### config.mk
export PLATFORM = sky130hd
export DESIGN_NAME = tctr_top
export DESIGN_NICKNAME = d
export VERILOG_FILES = /design/src/design/tctr_pkg.sv /design/src/design/tctr_chan_if.sv /design/src/design/tctr_prescale.sv /design/src/design/tctr_channel.sv /design/src/design/tctr_top.sv
export VERILOG_INCLUDE_DIRS = /design/src /design/src/design
export SDC_FILE = /design/constraint.sdc
export NUM_CORES = 1
export LEC_CHECK = 0
export BUFFER_PORTS_ARGS = -buffer_cell sky130_fd_sc_hd__buf_2
export CORE_MARGIN = 2
export CORE_UTILIZATION = 28
export CTS_BUF_LIST = sky130_fd_sc_hd__clkbuf_16
export DETAILED_ROUTE_END_ITERATION = 8
export GPL_ROUTABILITY_DRIVEN = 0
export SETUP_SLACK_MARGIN = 0.4
export SKIP_LAST_GASP = 1
export SLEW_MARGIN = 20
export SYNTH_ARGS = -nofsm -noshare
export SYNTH_HDL_FRONTEND = slang
export SYNTH_SLANG_ARGS = --single-unit
### constraint.sdc
create_clock -name aclk -period 5.2 [get_ports aclk]
set_input_delay 0.52 -clock aclk [delete_from_list [all_inputs] [get_ports aclk]]
set_output_delay 0.52 -clock aclk [all_outputs]
set_load 0.01 [all_outputs]
### src/design/tctr_regs.svh
// Purpose: register offsets, field positions, reset values, prescaler width
// Assumes: byte addresses on an 8-bit AXI4-Lite address
// Notes:   channel c sits at (c+1)*0x40, 6-bit offsets below are within it
`ifndef TCTR_REGS_SVH
`define TCTR_REGS_SVH
`define TCTR_OFS_RUN       8'h00
`define TCTR_OFS_LOCK      8'h04
`define TCTR_OFS_CTRL      6'h00
`define TCTR_OFS_MODE      6'h04
`define TCTR_OFS_PINCTL    6'h08
`define TCTR_OFS_IEN       6'h0C
`define TCTR_OFS_FLAG      6'h10
`define TCTR_OFS_CNT       6'h14
`define TCTR_OFS_GR        6'h18
`define TCTR_OFS_GR_END0   6'h24
`define TCTR_OFS_GR_END12  6'h1C
`define TCTR_NCH           3
`define TCTR_CH_BITS       3
`define TCTR_CKS_LSB       0
`define TCTR_CCLR_LSB      3
`define TCTR_CTRL_W        6
`define TCTR_MODE_BFA      0
`define TCTR_MODE_BFB      1
`define TCTR_PIN_CAP       3
`define TCTR_PIN_INIT      2
`define TCTR_FLAG_OVF      4
`define TCTR_FLAG_W        5
`define TCTR_CNT_RST       16'h0000
`define TCTR_CNT_MAX       16'hFFFF
`define TCTR_PRE_W         6
`endif

### src/design/tctr_pkg.sv
// Purpose: shared types of the three-channel timer
// Assumes: encodings mirror the control and pin-control fields
// Notes:   unlisted field codes behave as "none"
package tctr_pkg;
   typedef enum logic [2:0] {
      CKS_DIV1  = 3'b000,
      CKS_DIV4  = 3'b001,
      CKS_DIV16 = 3'b010,
      CKS_DIV64 = 3'b011,
      CKS_EXT   = 3'b100
   } tctr_cks_t;
   typedef enum logic [2:0] {
      CLR_NONE = 3'b000,
      CLR_A    = 3'b001,
      CLR_B    = 3'b010,
      CLR_SYNC = 3'b011,
      CLR_C    = 3'b101,
      CLR_D    = 3'b110
   } tctr_clr_t;
   typedef enum logic [1:0] {
      OUT_NONE   = 2'b00,
      OUT_LOW    = 2'b01,
      OUT_HIGH   = 2'b10,
      OUT_TOGGLE = 2'b11
   } tctr_outm_t;
   typedef enum logic [1:0] {
      RESP_OKAY   = 2'b00,
      RESP_SLVERR = 2'b10,
      RESP_DECERR = 2'b11
   } tctr_resp_t;
   typedef struct packed {
      logic       hit;
      logic       glob;
      logic       wide;
      logic [1:0] ch;
      logic [5:0] ofs;
   } tctr_dec_t;
endpackage : tctr_pkg

### src/design/tctr_chan_if.sv
// Purpose: control and status bundle between timer core and one channel
// Assumes: single clock domain
// Notes:   strobes are one-cycle pulses
`timescale 1ns/1ps
interface tctr_chan_if;
   logic              run;
   logic [5:0]        ctrl;
   logic [1:0]        mode;
   logic [15:0]       pinctl;
   logic              pinctl_wr;
   logic [15:0]       wdata;
   logic              cnt_wr;
   logic [3:0]        gr_wr;
   logic              flag_wr;
   logic              flag_rd;
   logic              sync_clr;
   logic              standby;
   logic [3:0]        tick;
   logic              ext_evt;
   logic [15:0]       count;
   logic [3:0][15:0]  gr;
   logic [4:0]        flags;
   logic              own_clr;
   modport ctl (output run, ctrl, mode, pinctl, pinctl_wr, wdata, cnt_wr,
                gr_wr, flag_wr, flag_rd, sync_clr, standby, tick, ext_evt,
                input count, gr, flags, own_clr);
   modport chan (input run, ctrl, mode, pinctl, pinctl_wr, wdata, cnt_wr,
                 gr_wr, flag_wr, flag_rd, sync_clr, standby, tick, ext_evt,
                 output count, gr, flags, own_clr);
endinterface : tctr_chan_if

### src/design/tctr_prescale.sv
// Purpose: count-clock enables at clk/1, /4, /16 and /64
// Assumes: one clock; tick[0] is held high, the other ticks are one-cycle pulses
// Notes:   shared by all channels so lockstep channels tick together
`timescale 1ns/1ps
`include "tctr_regs.svh"
module tctr_prescale (
   input  wire logic       aclk,
   input  wire logic       aresetn,
   output      logic [3:0] tick
);
   logic [`TCTR_PRE_W-1:0] div;

   always_ff @(posedge aclk) begin
      if (!aresetn)
         div <= '0;
      else
         div <= div + 1'b1;
   end

   assign tick[0] = 1'b1;
   genvar k;
   generate
      for (k = 1; k < 4; k++) begin : g_tick
         assign tick[k] = &div[2*k-1:0];
      end
   endgenerate
endmodule : tctr_prescale

### src/design/tctr_channel.sv
// Purpose: one timer channel: counter, compare/capture regs, flags, pins
// Assumes: pin inputs synchronous to aclk
// Notes:   NREG is 4 on channel 0, 2 elsewhere
`timescale 1ns/1ps
`include "tctr_regs.svh"
module tctr_channel #(
   parameter int NREG = 4
) (
   input  wire logic       aclk,
   input  wire logic       aresetn,
   tctr_chan_if.chan       bus,
   input  wire logic [3:0] pin_in,
   output      logic [3:0] pin_out,
   output      logic [3:0] pin_oe
);
   import tctr_pkg::*;

   logic [15:0]      count;
   logic [3:0][15:0] gr;
   logic [3:0][15:0] next_gr;
   logic [4:0]       flags;
   logic [4:0]       arm;
   logic [3:0]       pin_prev;
   logic [3:0]       lvl;
   logic [3:0]       next_lvl;
   logic             evt_prev;
   logic [3:0]       cap_ev;
   logic [3:0]       cmp_ev;
   logic [3:0]       ev;
   tctr_cks_t        cks;
   tctr_clr_t        clr;
   logic             tick_sel;
   logic             tick_en;
   logic             do_clr;
   logic             ovf_ev;
   logic [15:0]      next_count;
   logic [4:0]       flag_clr;

   assign cks = tctr_cks_t'(bus.ctrl[`TCTR_CKS_LSB +: 3]);
   assign clr = tctr_clr_t'(bus.ctrl[`TCTR_CCLR_LSB +: 3]);
   // internal divided clock or external event rising edge
   assign tick_sel = (cks == CKS_EXT) ? (bus.ext_evt & ~evt_prev) :
                     (cks[2] ? 1'b0 : bus.tick[cks[1:0]]);
   assign tick_en  = bus.run & tick_sel;

   genvar r;
   generate
      for (r = 0; r < 4; r++) begin : g_reg
         logic [3:0] p;
         logic       live;
         logic       rise;
         logic       fall;
         assign p    = bus.pinctl[4*r +: 4];
         // buffer regs C/D neither match nor capture on their own
         assign live = (r < NREG) &&
                       !(r == 2 && bus.mode[`TCTR_MODE_BFA]) &&
                       !(r == 3 && bus.mode[`TCTR_MODE_BFB]);
         assign rise = pin_in[r] & ~pin_prev[r];
         assign fall = ~pin_in[r] & pin_prev[r];
         assign cap_ev[r] = live & p[`TCTR_PIN_CAP] & bus.run &
                            ((p[0] & rise) | (p[1] & fall));
         assign cmp_ev[r] = live & ~p[`TCTR_PIN_CAP] & tick_en &
                            (count == gr[r]);
         assign ev[r] = cap_ev[r] | cmp_ev[r];

         always_comb begin
            next_gr[r] = gr[r];
            if (bus.gr_wr[r])
               next_gr[r] = bus.wdata;
            else if (cap_ev[r])
               next_gr[r] = count;
            else if (r == 0 && bus.mode[`TCTR_MODE_BFA] && cmp_ev[0])
               next_gr[r] = gr[2];
            else if (r == 1 && bus.mode[`TCTR_MODE_BFB] && cmp_ev[1])
               next_gr[r] = gr[3];
            else if (r == 2 && bus.mode[`TCTR_MODE_BFA] && cap_ev[0])
               next_gr[r] = gr[0];
            else if (r == 3 && bus.mode[`TCTR_MODE_BFB] && cap_ev[1])
               next_gr[r] = gr[1];
         end

         // level only moves on match or idle reconfiguration
         always_comb begin
            next_lvl[r] = lvl[r];
            if (bus.pinctl_wr && !bus.run)
               next_lvl[r] = bus.wdata[4*r+`TCTR_PIN_INIT];
            else if (cmp_ev[r]) begin
               case (tctr_outm_t'(p[1:0]))
                  OUT_LOW:    next_lvl[r] = 1'b0;
                  OUT_HIGH:   next_lvl[r] = 1'b1;
                  OUT_TOGGLE: next_lvl[r] = ~lvl[r];
                  default:    next_lvl[r] = lvl[r];
               endcase
            end
         end
         assign pin_oe[r] = (r < NREG) && !p[`TCTR_PIN_CAP] &&
                            (p[1:0] != 2'b00);
      end
   endgenerate

   // own clear source, shared with lockstep partners
   assign bus.own_clr = (clr == CLR_A & ev[0]) | (clr == CLR_B & ev[1]) |
                        (clr == CLR_C & ev[2]) | (clr == CLR_D & ev[3]);
   assign do_clr = bus.own_clr | (clr == CLR_SYNC & bus.sync_clr);
   assign ovf_ev = tick_en & (count == `TCTR_CNT_MAX) & ~do_clr &
                   ~bus.cnt_wr;

   always_comb begin
      next_count = count;
      if (bus.standby)
         next_count = `TCTR_CNT_RST;
      else if (bus.cnt_wr)
         next_count = bus.wdata;
      else if (do_clr)
         next_count = `TCTR_CNT_RST;
      else if (tick_en)
         next_count = count + 16'h0001;
   end

   // clear needs a prior read of 1; a same-cycle set wins
   assign flag_clr = {`TCTR_FLAG_W{bus.flag_wr}} & ~bus.wdata[4:0] & arm;

   always_ff @(posedge aclk) begin
      if (!aresetn) begin
         count    <= `TCTR_CNT_RST;
         gr       <= '0;
         flags    <= '0;
         arm      <= '0;
         lvl      <= '0;
         pin_prev <= '0;
         evt_prev <= 1'b0;
      end else begin
         count    <= next_count;
         gr       <= next_gr;
         flags    <= {ovf_ev, ev} | (flags & ~flag_clr);
         arm      <= bus.flag_rd ? flags : (bus.flag_wr ? 5'h00 : arm);
         lvl      <= next_lvl;
         pin_prev <= pin_in;
         evt_prev <= bus.ext_evt;
      end
   end

   assign bus.count = count;
   assign bus.gr    = gr;
   assign bus.flags = flags;
   assign pin_out   = lvl;
endmodule : tctr_channel

### src/design/tctr_top.sv
// Purpose: three-channel 16-bit timer with AXI4-Lite register access
// Assumes: all pin inputs synchronous to aclk; 16-bit regs sit in low half
// Notes:   writes to 16-bit regs lacking either low byte lane are refused with SLVERR
//
// Decided for this implementation: the AXI4-Lite slave port and the placing of the registers.
`timescale 1ns/1ps
`include "tctr_regs.svh"
module tctr_top (
   input  wire logic                aclk,
   input  wire logic                aresetn,
   input  wire logic [7:0]          awaddr,
   input  wire logic                awvalid,
   output      logic                awready,
   input  wire logic [31:0]         wdata,
   input  wire logic [3:0]          wstrb,
   input  wire logic                wvalid,
   output      logic                wready,
   output      logic [1:0]          bresp,
   output      logic                bvalid,
   input  wire logic                bready,
   input  wire logic [7:0]          araddr,
   input  wire logic                arvalid,
   output      logic                arready,
   output      logic [31:0]         rdata,
   output      logic [1:0]          rresp,
   output      logic                rvalid,
   input  wire logic                rready,
   input  wire logic                hw_standby,
   input  wire logic [2:0]          count_event_pin,
   input  wire logic [11:0]         timer_io_pin_in,
   output      logic [11:0]         timer_io_pin_out,
   output      logic [11:0]         timer_io_pin_oe,
   output      logic [2:0]          irq_req
);
   import tctr_pkg::*;

   // address decode shared by the write and read paths
   function automatic tctr_dec_t tctr_decode(input logic [7:0] a);
      tctr_dec_t d;
      d.glob = (a[7:6] == 2'b00);
      d.ch   = a[7:6] - 2'b01;
      d.ofs  = a[5:0];
      d.wide = (d.ofs >= `TCTR_OFS_CNT) || (d.ofs == `TCTR_OFS_PINCTL);
      if (d.glob)
         d.hit = (a == `TCTR_OFS_RUN) || (a == `TCTR_OFS_LOCK);
      else
         d.hit = (d.ofs[1:0] == 2'b00) &&
                 (d.ofs <= ((d.ch == 2'b00) ? `TCTR_OFS_GR_END0
                                            : `TCTR_OFS_GR_END12));
      return d;
   endfunction : tctr_decode

   logic [2:0]              run;
   logic [2:0]              lock;
   logic [5:0]              ctrl   [3];
   logic [1:0]              mode   [3];
   logic [15:0]             pinctl [3];
   logic [4:0]              ien    [3];
   logic [3:0]              tick;
   logic [2:0]              own_clr;
   logic [31:0]             rd_ch  [3];

   logic                    aw_held;
   logic                    w_held;
   logic [7:0]              aw_addr;
   logic [31:0]             w_data;
   logic [3:0]              w_strb;
   tctr_dec_t               wd;
   tctr_dec_t               rd;
   logic                    do_wr;
   logic                    wr_ok;
   logic                    wr_go;
   logic                    wr_lo;
   tctr_resp_t              wr_resp;
   logic                    rd_take;
   logic [31:0]             rd_val;
   tctr_resp_t              rd_resp;

   // ---------------- AXI4-Lite write path
   assign awready = ~aw_held & ~bvalid;
   assign wready  = ~w_held & ~bvalid;
   assign do_wr   = aw_held & w_held & ~bvalid;
   assign wd      = tctr_decode(aw_addr);
   // 16-bit regs need both low byte lanes, else refused
   assign wr_ok   = wd.hit & (~wd.wide | (&w_strb[1:0]));
   assign wr_go   = do_wr & wr_ok;
   assign wr_lo   = wr_go & w_strb[0];
   assign wr_resp = !wd.hit ? RESP_DECERR :
                    (wr_ok ? RESP_OKAY : RESP_SLVERR);

   always_ff @(posedge aclk) begin
      if (!aresetn) begin
         aw_held <= 1'b0;
         w_held  <= 1'b0;
         aw_addr <= 8'h00;
         w_data  <= 32'h0000_0000;
         w_strb  <= 4'h0;
         bvalid  <= 1'b0;
         bresp   <= 2'b00;
      end else begin
         if (awvalid && awready) begin
            aw_held <= 1'b1;
            aw_addr <= awaddr;
         end
         if (wvalid && wready) begin
            w_held <= 1'b1;
            w_data <= wdata;
            w_strb <= wstrb;
         end
         if (do_wr) begin
            aw_held <= 1'b0;
            w_held  <= 1'b0;
            bvalid  <= 1'b1;
            bresp   <= wr_resp;
         end else if (bvalid && bready) begin
            bvalid <= 1'b0;
         end
      end
   end

   // ---------------- global run and lockstep registers
   always_ff @(posedge aclk) begin
      if (!aresetn) begin
         run  <= 3'b000;
         lock <= 3'b000;
      end else if (wr_lo && wd.glob) begin
         // upper bits are not stored and read back as zero
         if (aw_addr == `TCTR_OFS_RUN)
            run <= w_data[`TCTR_CH_BITS-1:0];
         if (aw_addr == `TCTR_OFS_LOCK)
            lock <= w_data[`TCTR_CH_BITS-1:0];
      end
   end

   tctr_prescale u_pre (
      .aclk    (aclk),
      .aresetn (aresetn),
      .tick    (tick)
   );

   // ---------------- AXI4-Lite read path
   assign arready = ~rvalid;
   assign rd_take = arvalid & arready;
   assign rd      = tctr_decode(araddr);
   assign rd_resp = rd.hit ? RESP_OKAY : RESP_DECERR;
   assign rd_val  = !rd.hit ? 32'h0000_0000 :
                    rd.glob ? {29'h0, (araddr == `TCTR_OFS_RUN) ? run : lock}
                            : rd_ch[rd.ch];

   always_ff @(posedge aclk) begin
      if (!aresetn) begin
         rvalid <= 1'b0;
         rdata  <= 32'h0000_0000;
         rresp  <= 2'b00;
      end else if (rd_take) begin
         rvalid <= 1'b1;
         rdata  <= rd_val;
         rresp  <= rd_resp;
      end else if (rvalid && rready) begin
         rvalid <= 1'b0;
      end
   end

   // ---------------- channels
   genvar c;
   generate
      for (c = 0; c < `TCTR_NCH; c++) begin : g_ch
         tctr_chan_if chif ();
         logic       sel;
         logic [1:0] gi;
         logic [2:0] others;

         assign sel    = wr_go & ~wd.glob & (wd.ch == c);
         assign others = lock & ~(3'b001 << c);
         assign gi     = 2'((rd.ofs - `TCTR_OFS_GR) >> 2);

         always_ff @(posedge aclk) begin
            if (!aresetn) begin
               ctrl[c]   <= '0;
               mode[c]   <= '0;
               pinctl[c] <= '0;
               ien[c]    <= '0;
            end else if (sel) begin
               if (w_strb[0] && wd.ofs == `TCTR_OFS_CTRL)
                  ctrl[c] <= w_data[`TCTR_CTRL_W-1:0];
               if (w_strb[0] && wd.ofs == `TCTR_OFS_MODE && c == 0)
                  mode[c] <= w_data[1:0];
               if (wd.ofs == `TCTR_OFS_PINCTL)
                  pinctl[c] <= w_data[15:0];
               if (w_strb[0] && wd.ofs == `TCTR_OFS_IEN)
                  ien[c] <= w_data[`TCTR_FLAG_W-1:0];
            end
         end

         always_ff @(posedge aclk) begin
            if (!aresetn)
               irq_req[c] <= 1'b0;
            else
               irq_req[c] <= |(chif.flags & ien[c]);
         end

         assign chif.run       = run[c];
         assign chif.ctrl      = ctrl[c];
         assign chif.mode      = mode[c];
         assign chif.pinctl    = pinctl[c];
         assign chif.pinctl_wr = sel & (wd.ofs == `TCTR_OFS_PINCTL);
         assign chif.wdata     = w_data[15:0];
         // one write presets every lockstep partner too
         assign chif.cnt_wr    = wr_go & ~wd.glob &
                                 (wd.ofs == `TCTR_OFS_CNT) &
                                 ((wd.ch == c) |
                                  (lock[c] & lock[wd.ch]));
         assign chif.flag_wr   = sel & w_strb[0] &
                                 (wd.ofs == `TCTR_OFS_FLAG);
         assign chif.flag_rd   = rd_take & rd.hit & ~rd.glob &
                                 (rd.ch == c) &
                                 (rd.ofs == `TCTR_OFS_FLAG);
         assign chif.sync_clr  = lock[c] & |(own_clr & others);
         assign chif.standby   = hw_standby;
         assign chif.tick      = tick;
         assign chif.ext_evt   = count_event_pin[c];
         assign own_clr[c]     = chif.own_clr;

         for (genvar r = 0; r < 4; r++) begin : g_gw
            assign chif.gr_wr[r] = sel & (wd.ofs == `TCTR_OFS_GR + 6'(4*r));
         end

         always_comb begin
            rd_ch[c] = 32'h0000_0000;
            case (rd.ofs)
               `TCTR_OFS_CTRL:   rd_ch[c][5:0]  = ctrl[c];
               `TCTR_OFS_MODE:   rd_ch[c][1:0]  = mode[c];
               `TCTR_OFS_PINCTL: rd_ch[c][15:0] = pinctl[c];
               `TCTR_OFS_IEN:    rd_ch[c][4:0]  = ien[c];
               `TCTR_OFS_FLAG:   rd_ch[c][4:0]  = chif.flags;
               `TCTR_OFS_CNT:    rd_ch[c][15:0] = chif.count;
               default:          rd_ch[c][15:0] = chif.gr[gi];
            endcase
         end

         tctr_channel #(
            .NREG ((c == 0) ? 4 : 2)
         ) u_ch (
            .aclk    (aclk),
            .aresetn (aresetn),
            .bus     (chif.chan),
            .pin_in  (timer_io_pin_in[4*c +: 4]),
            .pin_out (timer_io_pin_out[4*c +: 4]),
            .pin_oe  (timer_io_pin_oe[4*c +: 4])
         );
      end
   endgenerate
endmodule : tctr_top

# After elaboration in Yosys (flattened, before gate mapping)
# Memory sizes are Yosys's and may differ from the RTL's.
# Index checks and enable logic that the tools add are counted.
dict set report op_classes {
  reduce_logical 127
  mux 165
  magnitude_cmp 9
  n_bitwise 255
  eq_ne 69
  add_sub_neg 7
}
# op count
set op_table {}
lappend op_table {{$mux W16} 47}
lappend op_table {{$and A1 B1 Y1} 145}
lappend op_table {{$eq A16 B16 Y1} 8}
lappend op_table {{$mux W32} 4}
lappend op_table {{$bmux W16 S2} 3}
lappend op_table {{$pmux W10 S3} 3}
lappend op_table {{$mux W1} 67}
lappend op_table {{$bmux W32 S2} 1}
lappend op_table {{$and A5 B5 Y5} 12}
lappend op_table {{$pmux W3 S6} 3}
lappend op_table {{$reduce_bool A2 Y1} 25}
lappend op_table {{$not A1 Y1} 49}
lappend op_table {{$add A16 B1 Y16 const B} 3}
lappend op_table {{$eq A16 B16 Y1 const B} 3}
lappend op_table {{$mux W5} 9}
lappend op_table {{$or A1 B1 Y1} 38}
lappend op_table {{$eq A2 B2 Y1 const B} 18}
lappend op_table {{$eq A6 B5 Y1 const B} 6}
lappend op_table {{$pmux W2 S6} 3}
lappend op_table {{$logic_and A1 B1 Y1} 33}
lappend op_table {{$reduce_bool A3 Y1} 11}
lappend op_table {{$reduce_bool A4 Y1} 8}
lappend op_table {{$mux W6} 5}
lappend op_table {{$eq A6 B4 Y1 const B} 4}
lappend op_table {{other kinds (36)} 124}
dict set report totals {
  out_inout_bits 68
  wordCells 689
  inputBits 75
  mem_count 4
  ramBits 87
  ff_bits 374
}
# name depth word_bits rd rd_clocked_by_memory_dff wr line
set mem_list {}
lappend mem_list {pinctl 3 16 3 0 3 tctr_top.sv:57} ;# logic [15:0] pinctl [3];
lappend mem_list {ctrl 3 6 3 0 3 tctr_top.sv:55} ;# logic [5:0] ctrl [3];
lappend mem_list {ien 3 5 3 0 3 tctr_top.sv:58} ;# logic [4:0] ien [3];
lappend mem_list {mode 3 2 3 0 3 tctr_top.sv:56} ;# logic [1:0] mode [3];

# Longest topological paths before layout
dict set report depth {
  ltp_word 22
  mapped_depth 14
  ltp_nobuf 12
}

# Hierarchy
# Synthesis repeated with hierarchy kept, for this count alone.
dict set report hier_totals {
  cells_unflattened 3110
  area_unflattened_um2 27521.4
}
# module seq_area_each_um2 area_each_um2 cells_per_inst instances
set by_module_without_submodules {}
lappend by_module_without_submodules {tctr_top 3653.5 9083.7 951 1}
lappend by_module_without_submodules {{tctr_channel (g_ch[0].u_ch)} 1981.9 6842.8 832 1}
lappend by_module_without_submodules {{tctr_channel (g_ch[1].u_ch)} 1941.9 5683.0 662 1}
lappend by_module_without_submodules {{tctr_channel (g_ch[2].u_ch)} 1941.9 5664.2 640 1}
lappend by_module_without_submodules {tctr_prescale 120.1 247.7 25 1}

# Least setup slack after synthesis
# Ideal clock, no wire load.
dict set report synth_timing {
  path_type {register to register}
  startpoint {register aw_addr[6]}
  endpoint {memory pinctl[0][0] (enable)}
  required_time_ns 4.789
  stages_incl_launch_ff 11
  setup_time_ns 0.411
  period_less_slack_ns 3.807
  arrival_ns 3.396
  path_buffers 2
  slack_ns 1.393
  cell_sequence {dfxtp_1 -> ha_1 -> ha_1 -> a21o_1 -> a21oi_1 -> nor3_1 -> nor4b_2 -> buf_2 -> nand2_1 -> clkbuf_1 -> o21ai_0}
}
# item line
set synth_lines {}
lappend synth_lines {{from (decl)} tctr_top.sv:65} ;# logic [7:0] aw_addr;
lappend synth_lines {{from (signal assigned)} tctr_top.sv:103} ;# aw_addr <= awaddr;
lappend synth_lines {{to (decl)} tctr_top.sv:57}

# Final worst setup path
dict set report layout_timing {
  startpoint {register aw_addr[6]}
  endpoint {register g_ch[2].u_ch.count[1]}
}
dict set report layout_via {
  elab_chain_cells 12
  elab_cells_between_ends 23
  classes_between {1 x add/sub; 1 x order compare; 2 x eq/ne; 5 x mux; 8 x bitwise; 6 x reduce/logical}
}
# item line
set layout_lines {}
lappend layout_lines {{$sub A2 B1 Y2} tctr_top.sv:41} ;# d.ch = a[7:6] - 2'b01;
lappend layout_lines {{$logic_not A2 Y1} tctr_top.sv:48} ;# (d.ofs <= ((d.ch == 2'b00) ? `TCTR_OFS_GR_END0
lappend layout_lines {{$mux W6 (no line)} --}
lappend layout_lines {{$le A6 B6 Y1} tctr_top.sv:48}
lappend layout_lines {{$logic_and A1 B1 Y1} tctr_top.sv:47} ;# d.hit = (d.ofs[1:0] == 2'b00) &&
lappend layout_lines {{$mux W1} tctr_top.sv:44} ;# if (d.glob)
lappend layout_lines {{$and A1 B1 Y1} tctr_top.sv:85} ;# assign wr_ok = wd.hit & (~wd.wide | (&w_strb[1:0]));
lappend layout_lines {{$and A1 B1 Y1} tctr_top.sv:86} ;# assign wr_go = do_wr & wr_ok;
lappend layout_lines {{$and A1 B1 Y1 (2 in a row)} tctr_top.sv:209} ;# assign chif.cnt_wr = wr_go & ~wd.glob &
lappend layout_lines {{$and A1 B1 Y1 *} tctr_top.sv:209}
lappend layout_lines {{$reduce_bool A3 Y1 (no line) or $mux W16 (tied branches)} --}
lappend layout_lines {{to (signal assigned)} tctr_channel.sv:125} ;# count <= `TCTR_CNT_RST;
lappend layout_lines {{to (signal assigned)} tctr_channel.sv:133} ;# count <= next_count;
lappend layout_lines {{to (decl)} tctr_channel.sv:18} ;# logic [15:0] count;
# Every way passes the cells marked *; elsewhere a longest branch is shown, timed or not. The select of a mux whose other input is x is not followed.
# A chain may end at the register's enable or synchronous reset.

==> results.py <==
metrics = {
    "route": {
        "post_drt_wl_per_cell_um": 22.85,
        "route.detailed.drc": 0,
        "ant_nets": 0,
        "via_per_inst": 5.542,
        "drt-pass1-iter-count": 8,
        "drt-initial-drc-count": 2315,
        "drt_wl_total_mm": 92.61,
        "vias": 22460,
    },
    "floorplan": {
        "die_y_um": 303.5,
        "start_util_pct": 28.34,
        "num_rows": 109,
        "die_area_sq_mm": 0.09212,
        "die-width_um": 303.5,
        "io_pins": 143,
        "core_area_sq_mm": 0.08865,
    },
    "synth": {
        "synth_edf_count": 83,
        "yosysUniqueCellTypes": 83,
        "async_flop_share_pct": 0,
        "avgSynthCellArea_sq_um": 8.623,
        "synth-adder-area-share_pct": 1.644,
        "synthXorXnorAreaFrac_pct": 4.672,
        "synthFlopType": "dfxtp_1",
        "yosys-mux-area-fraction_pct": 11.14,
        "netlist.top_cell.by_area": "dfxtp_1",
        "synth_top_area_share_pct": 28.45,
        "synth_area_sq_mm": 0.02512,
        "synth_seq_area_share_pct": 38.37,
        "ys_ff_latch": 440,
        "synth_simple_gate_area_share_pct": 18.58,
        "synth_compound_area_share_pct": 19.65,
        "yosysWarnings": 0,
        "synth_top_family_by_area": "compound AO/OA/AOI/OAI gates",
        "synth.area.top_cells": "dfxtp_1 28%, edfxtp_1 9.9%, mux2i_1 6.7%",
        "syn_inst": 2913,
    },
    "setup_path": {
        "arrival_ns": 4.53,
        "crit_path_max_fanout": 30,
        "cp.required_ns": 5.70,
        "endpoint_kind": "flop",
        "critPathLaunchType": "flop",
        "critical_path_class": "reg2reg",
    },
    "cts": {
        "cts_tree": "done",
        "clkTransAtPathRegs_ns": 0.06,
        "ctsHoldBuffers": 0,
        "clockBufferDepth": 3,
        "cts.sinks": 440,
        "htreeDepth": 2,
        "cts_resized": 0,
        "post_cts_buffers": 0,
        "insertion_delay_ns": 0.60,
        "ctsRootBufferMaster": "clkbuf_16",
        "numCtsBuffers": 50,
    },
    "power": {
        "power_leakage_nw": 10.41,
        "peakVddDrop_uv": 242.4,
        "power.density_mw_per_mm2": 270.2,
    },
    "global_route": {
        "grt_antenna_before_repair": 0,
        "grt_pass1_vias": 21100,
        "grtUsageTotal_pct": 19.74,
        "grt_max_degree": 168,
        "grt_pass1_wl_mm": 138.2,
        "grt_overflow": 0,
    },
    "run_status": {
        "status": "complete, no violations",
    },
    "timing": {
        "rsz0062_at_grt": "false",
        "tns_ns": 0,
        "period_share_pct": 77.49,
        "setup_viol": 0,
        "skew_ns": 0.01073,
        "relSlewSlack_pct": 20.25,
        "period_needed_ns": 4.029,
        "max_freq_ghz": 0.2482,
        "finalWorstSetupSlack_ns": 1.171,
        "hold_viol": 0,
        "slew_violations": 0,
        "worst_pin_slew_ns": 1.192,
    },
    "finish": {
        "area_delta_synth_final_pct": 11.88,
        "finalNonFillerCells": 4053,
        "finish.utilization_pct": 31.70,
        "fin_area_sq_mm": 0.02810,
        "finalNetCount": 2955,
        "fillers": 9260,
        "register_area_sq_mm": 0.009641,
        "multiInputGateArea_sq_mm": 0.01416,
        "drive_above_1_share_pct": 11.53,
        "layout_commonest_cell": "dfxtp_1",
        "final_cell_mix": "356 x dfxtp_1, 351 x nand2_1, 230 x nor2_1, 229 x a21oi_1, 167 x mux2i_1",
    },
    "placed_design": {
        "dpl_cell_area_sq_mm": 0.02650,
        "numPortBuffers": 100,
        "place_ws_ns": 1.225,
        "dp_cells": 3959,
        "dp_hpwl_mm": 62.56,
    },
    "min_path": {
        "worstHoldPathType": "in2reg",
    },
    "flow_run": {
        "maxCapViolCount": 0,
    },
}
-- power by group --
part	internal, W	total, W	switching [W]	leakage (nW)
Sequential	0.00352	0.00357	0.0000524	3.74
Clock	0.00196	0.00349	0.00153	0.805
Combinational	0.000143	0.000529	0.000386	5.86
Total	0.00562	0.00759	0.00197	10.4
-- final timing paths --
path                            slack (ns)                 from  cells after the start                        end
worst min-delay path                   0.1               rready                      2                     rvalid
worst max-delay path                  1.17           aw_addr[6]                     14  g_ch[2].u_ch.bus.count[1]
worst max register to register        1.17           aw_addr[6]                     14  g_ch[2].u_ch.bus.count[1]
worst min register to register        0.43  g_ch[2].u_ch.arm[3]                      1  g_ch[2].u_ch.bus.flags[3]
-- critical path: stages (launching register included) --
cell      delay [ns]
dfxtp_1         0.48
ha_1            0.46
inv_1           0.09
ha_1            0.29
and4_1          0.20
nor3_1          0.24
nor4b_2         0.09
buf_4           0.19
nor3b_2         0.17
buf_4           0.21
or3_1           0.46
a211oi_4        0.22
buf_4           0.34
o21ai_0         0.16
a221oi_1        0.30
-- synthesized netlist by cell type, types with 17 or more instances --
library cell and number:
nand3_1 124, a221oi_1 51, o211a_1 25, nor3_1 39, a22o_1 21, clkbuf_1 247, xnor2_1 84, edfxtp_1 83
o21ai_0 85, o211ai_1 23, a211o_1 17, nand2_1 356, nand4_1 25, mux2i_1 167, buf_2 17, buf_1 19
a21oi_1 230, xor2_1 50, and2_1 91, nor4_1 20, ha_1 33, dfxtp_1 357, a32oi_1 35, a211oi_1 81
nor2_1 232, a22oi_1 45, mux4_2 48, buf_4 21, inv_1 59, and3_1 29
-- through the flow --
stage	hold slack, ns	total power (W)
after floorplan	0.4125	0.003945
final	0.09790	0.007592
after detailed placement	0.4237	0.004162
after global placement	0.4205	0.004158
after CTS	0.08384	0.007618
after global routing	0.1160	0.007799
-- layer usage --
layer | up-vias | GRT usage, % | wire (um) | share of wire, %
li1 | 10340 | - | - | -
met3 | 173 | 4.148 | 8779 | 9.5
met1 | 10880 | 26.39 | 38710 | 42
met5 | - | 0 | 0 | 0
met4 | 0 | 7.446 | 3348 | 3.6
met2 | 1062 | 31.22 | 41770 | 45
-- cells by family after synthesis --
logic type      count (synthesis)
simple gates                  999
compound gates                721
flops                         440
buf+inv                       366
mux                           219
xor+xnor                      134
fa+ha+maj                      33
other cells                     1
-- cell type report --
class | instances | area share [%]
clock buffer | 51 | 4.541
sequential | 440 | 34.30
inverter | 60 | 0.8281
timing repair buffer | 169 | 3.758
tap | 1165 | 5.187
antenna | 1 | 0.008904
multi-input combinational | 2126 | 50.38
clock inverter | 41 | 0.9973
-- flip-flops by register name (all words and copies together) (netlist names), 8 cells and up --
register / cells
g_ch.u_ch.bus.flags: 15
g_ch.u_ch.pin_out: 12
rdata: 16
ctrl: 18
g_ch.u_ch.pin_prev: 8
g_ch.u_ch.arm: 15
aw_addr: 8
g_ch.u_ch.bus.count: 48
ien: 15
pinctl: 48
g_ch.u_ch.bus.gr: 192
w_data: 16
(Power assumes the default switching activity.)
